==> config.mk <==
export PLATFORM = sky130hd
export DESIGN_NAME = vta_regs
export DESIGN_NICKNAME = d
export VERILOG_FILES = /design/src/vta_pkg.sv /design/src/vta_regs.sv /design/src/vta_sram_seq.sv /design/src/vta_sweep.sv
export SDC_FILE = /design/constraint.sdc
export NUM_CORES = 1
export LEC_CHECK = 0
export ABC_AREA = 1
export BUFFER_PORTS_ARGS = -buffer_cell sky130_fd_sc_hd__buf_2
export CAP_MARGIN = 0
export CORE_MARGIN = 10
export CORE_UTILIZATION = 55
export DETAILED_ROUTE_END_ITERATION = 8
export PLACE_DENSITY = 0.81
export SYNTH_ARGS = -nofsm -noshare
export SYNTH_HDL_FRONTEND = slang
export SYNTH_HIERARCHICAL = 1
export SYNTH_SLANG_ARGS = --single-unit
==> constraint.sdc <==
create_clock -name clk -period 3.5 [get_ports clk]
set_clock_uncertainty 0.1 [all_clocks]
set_input_delay 0.175 -clock clk [delete_from_list [all_inputs] [get_ports clk]]
set_output_delay 0.175 -clock clk [all_outputs]
set_load 0.1 [all_outputs]
==> src/vta_pkg.sv <==
package vta_pkg;

  // Register offsets (printed offsets are register indexes; byte address is four times)
  localparam logic [7:0] VTA_IDX_DATA_LOW = 8'h23;
  localparam logic [7:0] VTA_IDX_DATA_MID = 8'h24;
  localparam logic [7:0] VTA_IDX_DATA_TOP = 8'h25;
  localparam logic [7:0] VTA_IDX_MAX_INDEX = 8'h26;
  localparam logic [7:0] VTA_IDX_KEY_SETUP = 8'h27;
  localparam logic [7:0] VTA_IDX_FIELD_A = 8'h28;
  localparam logic [7:0] VTA_IDX_FIELD_B = 8'h29;
  localparam logic [7:0] VTA_IDX_ACCESS = 8'h2A;
  localparam logic [7:0] VTA_IDX_SWEEP = 8'h2B;

  // Field positions
  localparam int VTA_RNW_BIT = 15;
  localparam int VTA_BUSY_BIT = 14;
  localparam int VTA_LEN_LSB = 8;
  localparam int VTA_PORT_LSB = 8;

  // Reset values
  localparam logic [15:0] VTA_MAX_INDEX_RST = 16'h0000;
  localparam logic [2:0] VTA_PORT_BITS_RST = 3'h0;
  localparam logic [6:0] VTA_START_RST = 7'h00;
  localparam logic [4:0] VTA_LEN_A_RST = 5'h00;
  localparam logic [3:0] VTA_LEN_B_RST = 4'h0;
  localparam logic [19:0] VTA_ADDR_RST = 20'h00000;
  localparam logic [39:0] VTA_WORD_RST = 40'h00_0000_0000;

  // Limits and timing
  localparam logic [2:0] VTA_PORT_BITS_MAX = 3'h5;
  localparam logic [4:0] VTA_LEN_A_MAX = 5'h10;
  localparam logic [3:0] VTA_LEN_B_MAX = 4'hB;
  localparam int VTA_CLK_MHZ = 20;
  localparam int VTA_ACCESS_NS = 1850;
  localparam int VTA_ACCESS_CYCLES = (VTA_ACCESS_NS * VTA_CLK_MHZ) / 1000;
  localparam logic [5:0] VTA_SRAM_LATENCY = 6'h02;

  typedef struct packed {
    logic [15:0] max_table_index;
    logic [2:0] port_id_bit_count;
    logic [6:0] field_a_start;
    logic [4:0] field_a_length;
    logic [6:0] field_b_start;
    logic [3:0] field_b_length;
  } vta_cfg_t;

  typedef struct packed {
    logic req;
    logic read_not_write;
    logic [19:0] sram_record_address;
    logic [39:0] wdata;
  } vta_sram_req_t;

  typedef enum logic [1:0] {
    VTA_IDLE,
    VTA_ISSUE,
    VTA_WAIT
  } vta_acc_state_t;

endpackage

==> src/vta_regs.sv <==
// Our own choice: the APB slave port.
module vta_regs (
  // Clock and reset
  input wire logic clk,
  input wire logic rst,
  // APB slave
  input wire logic psel,
  input wire logic penable,
  input wire logic pwrite,
  input wire logic [11:0] paddr,
  input wire logic [31:0] pwdata,
  output logic [31:0] prdata,
  output logic pready,
  output logic pslverr,
  // Search engine side
  output vta_pkg::vta_cfg_t cfg_r,
  output logic key_cfg_valid,
  output logic field_a_enable,
  output logic field_b_enable,
  input wire logic sweep_start,
  input wire logic service_step,
  output logic [15:0] sweep_index,
  output logic sweep_active,
  output logic sweep_restricted,
  // SRAM port
  output logic sram_en,
  output logic sram_we,
  output logic [19:0] sram_addr,
  output logic [39:0] sram_wdata,
  input wire logic [39:0] sram_rdata,
  output logic sram_busy
);
  import vta_pkg::*;

  logic [39:0] stage_wr_r;
  logic [39:0] stage_rd;
  logic [19:0] addr_r;
  logic rnw_r;
  logic launch_r;
  logic busy;
  logic done;
  logic [5:0] age_r;
  logic late_r;
  logic [7:0] idx;
  logic bus_wr;
  logic bus_rd_err;
  logic hit;
  vta_sram_req_t req;

  assign idx = paddr[9:2];
  assign bus_wr = psel && penable && pwrite;
  assign pready = 1'b1;

  always_comb begin
    case (idx)
      VTA_IDX_DATA_LOW, VTA_IDX_DATA_MID, VTA_IDX_DATA_TOP, VTA_IDX_MAX_INDEX,
      VTA_IDX_KEY_SETUP, VTA_IDX_FIELD_A, VTA_IDX_FIELD_B, VTA_IDX_ACCESS,
      VTA_IDX_SWEEP: hit = (paddr[1:0] == 2'b00) && (paddr[11:10] == 2'b00);
      default: hit = 1'b0;
    endcase
  end

  assign bus_rd_err = 1'b0;
  assign pslverr = psel && penable && (!hit || bus_rd_err);

  // Write staging data; reads never see it directly
  always_ff @(posedge clk or posedge rst) begin
    if (rst) begin
      stage_wr_r <= VTA_WORD_RST;
    end else if (bus_wr && hit) begin
      case (idx)
        VTA_IDX_DATA_LOW: stage_wr_r[15:0] <= pwdata[15:0];
        VTA_IDX_DATA_MID: stage_wr_r[31:16] <= pwdata[15:0];
        VTA_IDX_DATA_TOP: stage_wr_r[39:32] <= pwdata[7:0];
        default: stage_wr_r <= stage_wr_r;
      endcase
    end
  end

  // Configuration registers
  always_ff @(posedge clk or posedge rst) begin
    if (rst) begin
      cfg_r.max_table_index <= VTA_MAX_INDEX_RST;
      cfg_r.port_id_bit_count <= VTA_PORT_BITS_RST;
      cfg_r.field_a_start <= VTA_START_RST;
      cfg_r.field_a_length <= VTA_LEN_A_RST;
      cfg_r.field_b_start <= VTA_START_RST;
      cfg_r.field_b_length <= VTA_LEN_B_RST;
    end else if (bus_wr && hit) begin
      case (idx)
        VTA_IDX_MAX_INDEX: cfg_r.max_table_index <= pwdata[15:0];
        VTA_IDX_KEY_SETUP: cfg_r.port_id_bit_count <= pwdata[VTA_PORT_LSB+:3];
        VTA_IDX_FIELD_A: begin
          cfg_r.field_a_length <= pwdata[VTA_LEN_LSB+:5];
          cfg_r.field_a_start <= pwdata[6:0];
        end
        VTA_IDX_FIELD_B: begin
          cfg_r.field_b_length <= pwdata[VTA_LEN_LSB+:4];
          cfg_r.field_b_start <= pwdata[6:0];
        end
        default: cfg_r.max_table_index <= cfg_r.max_table_index;
      endcase
    end
  end

  // Reserved port code or over-range lengths disable the key build
  assign key_cfg_valid = (cfg_r.port_id_bit_count <= VTA_PORT_BITS_MAX)
    && (cfg_r.field_a_length <= VTA_LEN_A_MAX)
    && (cfg_r.field_b_length <= VTA_LEN_B_MAX);
  assign field_a_enable = (cfg_r.field_a_length != VTA_LEN_A_RST);
  assign field_b_enable = (cfg_r.field_b_length != VTA_LEN_B_RST);
  assign sweep_restricted = (cfg_r.max_table_index == VTA_MAX_INDEX_RST);

  // Access control write launches a request; ignored while busy
  always_ff @(posedge clk or posedge rst) begin
    if (rst) begin
      addr_r <= VTA_ADDR_RST;
      rnw_r <= 1'b0;
      launch_r <= 1'b0;
    end else begin
      launch_r <= 1'b0;
      if (bus_wr && hit && (idx == VTA_IDX_ACCESS) && !busy && !launch_r) begin
        addr_r <= pwdata[19:0];
        rnw_r <= pwdata[VTA_RNW_BIT+16];
        launch_r <= 1'b1;
      end
    end
  end

  assign req.req = launch_r;
  assign req.read_not_write = rnw_r;
  assign req.sram_record_address = addr_r;
  assign req.wdata = stage_wr_r;

  vta_sram_seq u_seq (
    .clk(clk),
    .rst(rst),
    .req(req),
    .busy(busy),
    .done(done),
    .rdata_r(stage_rd),
    .sram_en_r(sram_en),
    .sram_we_r(sram_we),
    .sram_addr_r(sram_addr),
    .sram_wdata_r(sram_wdata),
    .sram_rdata(sram_rdata)
  );

  assign sram_busy = busy || launch_r;

  // Completion age counter flags an access exceeding the bound
  always_ff @(posedge clk or posedge rst) begin
    if (rst) begin
      age_r <= 6'h00;
      late_r <= 1'b0;
    end else if (launch_r) begin
      age_r <= 6'h00;
    end else if (busy) begin
      age_r <= age_r + 6'h01;
      if (int'(age_r) >= VTA_ACCESS_CYCLES) begin
        late_r <= 1'b1;
      end
    end
  end

  vta_sweep u_sweep (
    .clk(clk),
    .rst(rst),
    .max_table_index(cfg_r.max_table_index),
    .sweep_start(sweep_start),
    .service_step(service_step),
    .sweep_index_r(sweep_index),
    .sweep_active_r(sweep_active)
  );

  // Read mux; staging reads show captured SRAM data
  always_comb begin
    prdata = 32'h0000_0000;
    if (psel && !pwrite && hit) begin
      case (idx)
        VTA_IDX_DATA_LOW: prdata[15:0] = stage_rd[15:0];
        VTA_IDX_DATA_MID: prdata[15:0] = stage_rd[31:16];
        VTA_IDX_DATA_TOP: prdata[7:0] = stage_rd[39:32];
        VTA_IDX_MAX_INDEX: prdata[15:0] = cfg_r.max_table_index;
        VTA_IDX_KEY_SETUP: prdata[VTA_PORT_LSB+:3] = cfg_r.port_id_bit_count;
        VTA_IDX_FIELD_A: begin
          prdata[VTA_LEN_LSB+:5] = cfg_r.field_a_length;
          prdata[6:0] = cfg_r.field_a_start;
        end
        VTA_IDX_FIELD_B: begin
          prdata[VTA_LEN_LSB+:4] = cfg_r.field_b_length;
          prdata[6:0] = cfg_r.field_b_start;
        end
        VTA_IDX_ACCESS: begin
          prdata[19:0] = addr_r;
          prdata[VTA_RNW_BIT+16] = rnw_r;
          prdata[VTA_BUSY_BIT+16] = sram_busy;
          prdata[29] = late_r;
        end
        VTA_IDX_SWEEP: begin
          prdata[15:0] = sweep_index;
          prdata[16] = sweep_active;
        end
        default: prdata = 32'h0000_0000;
      endcase
    end
  end
endmodule // vta_regs

==> src/vta_sram_seq.sv <==
module vta_sram_seq (
  // Clock and reset
  input wire logic clk,
  input wire logic rst,
  // Request from registers
  input vta_pkg::vta_sram_req_t req,
  output logic busy,
  output logic done,
  output logic [39:0] rdata_r,
  // SRAM port
  output logic sram_en_r,
  output logic sram_we_r,
  output logic [19:0] sram_addr_r,
  output logic [39:0] sram_wdata_r,
  input wire logic [39:0] sram_rdata
);
  import vta_pkg::*;

  vta_acc_state_t state_r;
  logic [5:0] wait_r;
  logic rnw_r;

  assign busy = (state_r != VTA_IDLE);
  assign done = (state_r == VTA_WAIT) && (wait_r == 6'h00);

  always_ff @(posedge clk or posedge rst) begin
    if (rst) begin
      state_r <= VTA_IDLE;
      wait_r <= 6'h00;
      rnw_r <= 1'b0;
    end else begin
      case (state_r)
        VTA_IDLE: begin
          if (req.req) begin
            state_r <= VTA_ISSUE;
            rnw_r <= req.read_not_write;
          end
        end
        VTA_ISSUE: begin
          state_r <= VTA_WAIT;
          wait_r <= VTA_SRAM_LATENCY;
        end
        VTA_WAIT: begin
          if (wait_r == 6'h00) begin
            state_r <= VTA_IDLE;
          end else begin
            wait_r <= wait_r - 6'h01;
          end
        end
        default: state_r <= VTA_IDLE;
      endcase
    end
  end

  // One-cycle SRAM strobe in the issue state
  always_ff @(posedge clk or posedge rst) begin
    if (rst) begin
      sram_en_r <= 1'b0;
      sram_we_r <= 1'b0;
      sram_addr_r <= VTA_ADDR_RST;
      sram_wdata_r <= VTA_WORD_RST;
    end else begin
      sram_en_r <= (state_r == VTA_IDLE) && req.req;
      sram_we_r <= (state_r == VTA_IDLE) && req.req && !req.read_not_write;
      if ((state_r == VTA_IDLE) && req.req) begin
        sram_addr_r <= req.sram_record_address;
        sram_wdata_r <= req.wdata;
      end
    end
  end

  // Capture read data at completion only
  always_ff @(posedge clk or posedge rst) begin
    if (rst) begin
      rdata_r <= VTA_WORD_RST;
    end else if (done && rnw_r) begin
      rdata_r <= sram_rdata;
    end
  end
endmodule // vta_sram_seq

==> src/vta_sweep.sv <==
module vta_sweep (
  // Clock and reset
  input wire logic clk,
  input wire logic rst,
  // Control
  input wire logic [15:0] max_table_index,
  input wire logic sweep_start,
  input wire logic service_step,
  // Status
  output logic [15:0] sweep_index_r,
  output logic sweep_active_r
);
  import vta_pkg::*;

  always_ff @(posedge clk or posedge rst) begin
    if (rst) begin
      sweep_index_r <= VTA_MAX_INDEX_RST;
      sweep_active_r <= 1'b0;
    end else if (sweep_start) begin
      sweep_index_r <= max_table_index;
      sweep_active_r <= 1'b1;
    end else if (sweep_active_r && service_step) begin
      if (sweep_index_r == 16'h0000) begin
        sweep_active_r <= 1'b0;
      end else begin
        sweep_index_r <= sweep_index_r - 16'h0001;
      end
    end
  end
endmodule // vta_sweep

After elaboration in Yosys (flattened, before gate mapping):

Cells that the tools add are included.

* $add $sub $neg: 3
* order comparisons: 4
* eq/ne operators: 15
* mux-type cells: 25
* bitwise logic cells: 1
* reduce and logical (&&, ||, !) cells: 50

Operator list (count)
* 8-bit by 6-bit equality test with 1-bit output (second input constant): 9
* 7-bit case mux with 8 select lines: 1
* 16-bit two-way mux: 3
* 16-bit logical NOT: 2
* 32-bit two-way mux: 1
* 3-bit case mux with 8 select lines: 1
* 2-bit AND reduction: 12
* 6-bit two-way mux: 3
* 1-bit logical AND: 17
* 16-bit by 1-bit subtractor with 16-bit output (second input constant): 1
* 3-bit case mux with 5 select lines: 1
* 1-bit case mux with 6 select lines: 2
* 6-bit case mux with 2 select lines: 1
* 2-bit nonzero test: 5
* 9-bit OR reduction: 1
* 2-bit inequality test (second input constant): 4
* 1-bit case mux with 7 select lines: 1
* 6-bit by 1-bit adder with 6-bit output (second input constant): 1
* 6-bit >= comparator (second input constant): 1
* 2-bit logical NOT: 3
* 6-bit logical NOT: 1
* 3-bit two-way mux: 2
* 2-bit case mux with 3 select lines: 1
* 6-bit by 1-bit subtractor with 6-bit output (second input constant): 1
* 14 further kinds: 23

* bits in registers: 239
* input bits: 91
* output and inout port bits: 160

Depth between registers and ports, before layout:

* depth after elaboration: 8
* gate-level depth with buffers: 14

Modules after synthesis:

The synthesis kept the hierarchy.

By module, submodules not included
* vta_regs: instances 1, cells each 775, area an instance 5685.5 um^2, sequential area each 2777.7 um^2
* vta_sram_seq: instances 1, cells each 499, area an instance 4498.1 um^2, sequential area each 2777.7 um^2
* vta_sweep: instances 1, cells each 203, area an instance 1287.5 um^2, sequential area each 425.4 um^2

Least setup slack after synthesis:

OpenSTA, ideal clock, no wires.

* path type: register to output
* from: reg cfg_r[12] (netlist name)
* to: out key_cfg_valid
* arrival: 3.504 ns
* required time: 3.225 ns
* path slack: -0.279 ns
* cell stages (with the launch flop): 4
* path through: dfrtp_1 nor4_1 nor2_1 a221oi_1

* cells in the longest elaborated chain, start to end: 3

Ends and longest elaborated chain
* from (decl): RTL line vta_regs.sv:16 `output vta_pkg::vta_cfg_t cfg_r,`
* 5-bit less-or-equal comparator: RTL line vta_regs.sv:108 `&& (cfg_r.field_a_length <= VTA_LEN_A_MAX)`
* 1-bit logical AND: RTL line vta_regs.sv:108
* 1-bit logical AND: RTL line vta_regs.sv:109 `&& (cfg_r.field_b_length <= VTA_LEN_B_MAX);`
* to (decl): RTL line vta_regs.sv:17 `output logic key_cfg_valid,`

No other way between the ends.

Worst setup path in the final report:

* from: in paddr[8]
* to: out prdata[12]

* cells in the longest elaborated chain, start to end: 5
* elaborated cells between the ends (all ways): 14
* classes of those cells: 9 x eq/ne; 3 x mux; 2 x reduce/logical

Ends and longest elaborated chain
* from (decl): RTL line vta_regs.sv:10 `input wire logic [11:0] paddr,`
* 8-bit by 6-bit equality test with 1-bit output, on equally long branches: RTL line vta_regs.sv:55, vta_regs.sv:180
* 9-bit OR reduction: RTL line vta_regs.sv:55 `case (idx)`
* 1-bit two-way mux: RTL line vta_regs.sv:55
* 1-bit logical AND: RTL line vta_regs.sv:179 `if (psel && !pwrite && hit) begin`
* 32-bit two-way mux *: RTL line vta_regs.sv:179
* to (decl): RTL line vta_regs.sv:12 `output logic [31:0] prdata,`

Every way passes the cells marked *; elsewhere a longest branch is shown, timed or not.

==> flow_metrics.tcl <==
set metrics [dict create \
    die_h_um 164.4 \
    synth.avg_cell_area_um2 7.768 \
    avgViaCountPerCell 5.547 \
    final_antenna_net_count 0 \
    tns_ns 0 \
    clock-root-buffer "clkbuf_16" \
    die_area_um2 27020 \
    outcome "finished clean" \
    core_area_um2 20360 \
    overflow 0 \
    peakVddDrop_v 0.0005524 \
    hp-class "input pin to flip-flop" \
    fillCellCount 1578 \
    setup_viol 0 \
    rsz0062_at_grt "no" \
    cts.sinks 239 \
    synth_cells 1476 \
    drc 0 \
    fin_cells 2033 \
    cts_tree "built" \
    post-place-cells 1926 \
    antenna_found_initial 0 \
    maxCapViolCount 0 \
    area_delta_synth_final_pct 23.31 \
    drive_above_1_share 0.1872 \
    fmax_mhz 360.4 \
    synth_area_um2 11470 \
    cp.arrival_ns 2.50 \
    firstDrtPassIters 7 \
    cp_common_cell "nand2_1" \
    cts_resized 0 \
    ys_warn_count 6 \
    grt_usage 0.2848 \
    cp_slowest_cell "buf_2" \
    first_global_vias 10962 \
    numCtsBuffers 25 \
    wl_per_cell_um 19.36 \
    crit_required_ns 3.22 \
    slew_violations 0 \
    clkLatencyLatePin_ns 0.52 \
    layout.nets 1843 \
    slew_headroom 0.4882 \
    holdWs_ns 0.03743 \
    p_per_area_nw_per_um2 524.6 \
    totalWireLength_um 39360 \
    num_rows 52 \
    grt_pass1_wl_um 60780 \
    via_count 11277 \
    start_util 0.5630 \
    final.min_clock_period_ns 2.775 \
    fp.dieW_um 164.4 \
    path_class "input pin to primary output" \
    slowest_delay_ns 0.46 \
    gp_congestion 0.9605 \
    end_kind "primary output" \
    place.detailed.hpwl_um 26910 \
    htree_levels 1 \
    cp-start-kind "input pin" \
    critPathMaxFanout 16 \
    numPortBuffers 229 \
    diodes 0 \
    worstMarginPinSlew_ns 0.7677 \
    ios 251 \
    drtIter0Drc 1195 \
    hold_violations 0 \
    fin_crit_sh 0.7928 \
    cts_buffer_depth 3 \
    clkSlewWorstSetupHoldPaths_ns 0.06 \
    grt_max_degree 64 \
    leakagePower_nw 7.976 \
    worstPathCellList "buf_2 -> inv_1 -> nand2_1 -> nor2_4 -> nand2_1 -> nand2_1 -> nor2_1 -> nand3_2 -> nand2_1 -> inv_2 -> nand2_2 -> nor2_1 -> buf_2" \
]
==> path summary, 6_finish.rpt <==
path / from / endpoint / slack (ns) / depth (start not counted)
worst max-delay path: paddr[8] / prdata[12] / 0.73 / 13
worst min-delay path: sweep_start / u_sweep/sweep_index_r[5] / 0.04 / 5
worst max register to register: u_seq/state_r[0] / addr_r[19] / 1.16 / 9
worst min register to register: late_r / late_r / 0.35 / 2
max in group asynchronous: rst / u_seq/rdata_r[15] / 2.19 / 4
min in group asynchronous: rst / age_r[0] / 0.24 / 3
==> registers in the layout, summed over array words and instances, names as in the netlist, 2 cells and up <==
| name | cells |
|---|---|
| addr_r | 20 |
| age_r | 6 |
| cfg_r | 42 |
| stage_wr_r | 40 |
| u_seq/rdata_r | 40 |
| u_seq/sram_addr_r | 20 |
| u_seq/sram_wdata_r | 40 |
| u_seq/state_r | 2 |
| u_seq/wait_r | 6 |
| u_sweep/sweep_index_r | 16 |
==> metrics by stage <==
stage / setup slack, ns / power [W] / instance area [um2] / utilization
floorplan: 0.2943 / 0.004279 / 11500 / -
global placement: 0.8386 / 0.004620 / 12660 / 0.6217
detailed placement: 0.7634 / 0.004645 / 12660 / 0.6217
CTS: 0.7678 / 0.007396 / 14140 / 0.6943
global route: 0.5588 / 0.007654 / 14140 / 0.6943
finish: 0.7254 / 0.007416 / 14140 / 0.6943
==> per-layer routing <==
metal  wire (um)  track usage
met3        4557      0.08290
met5           0            0
met1       14850       0.3556
met2       17890       0.4466
met4        2055       0.1393
==> timing repair <==
item,CTS,global route
buffers inserted,0,0
hold buffers,63,0
hold endpoints to repair,264,0
==> critical path: cells and delay by family <==
kind                   cells  cell delay, ns
AND/OR/NAND/NOR            9            1.62
buffers and inverters      4            0.68
==> power by group <==
group          leakage [nW]  internal (W)  switching [W]  total, W
Clock                 0.419       0.00165        0.00108   0.00273
Sequential             3.11       0.00284       0.000171   0.00301
Combinational          4.44      0.000376        0.00130   0.00168
Total                  7.98       0.00486        0.00256   0.00742
==> cell type report <==
type	count	area (um2)	area share
Tap cell	270	337.8	0.02389
Sequential cell	239	5981	0.4230
Multi-Input combinational cell	1099	4781	0.3381
Clock buffer	39	768.2	0.05434
Clock inverter	5	78.83	0.005575
Timing Repair Buffer	305	1899	0.1343
Inverter	76	292.8	0.02071
==> cell usage in the layout (no fill, tap or decap), types with 11 or more instances in the layout <==
master,n
dlygate4sd3_1,63
inv_1,65
nand3_1,56
buf_2,229
clkbuf_16,25
a21oi_1,13
nand2_1,788
nor2_1,71
buf_4,11
dfrtp_1,239
nand4_1,64
o21ai_0,21
No activity file was read; power rests on OpenSTA's default activity.
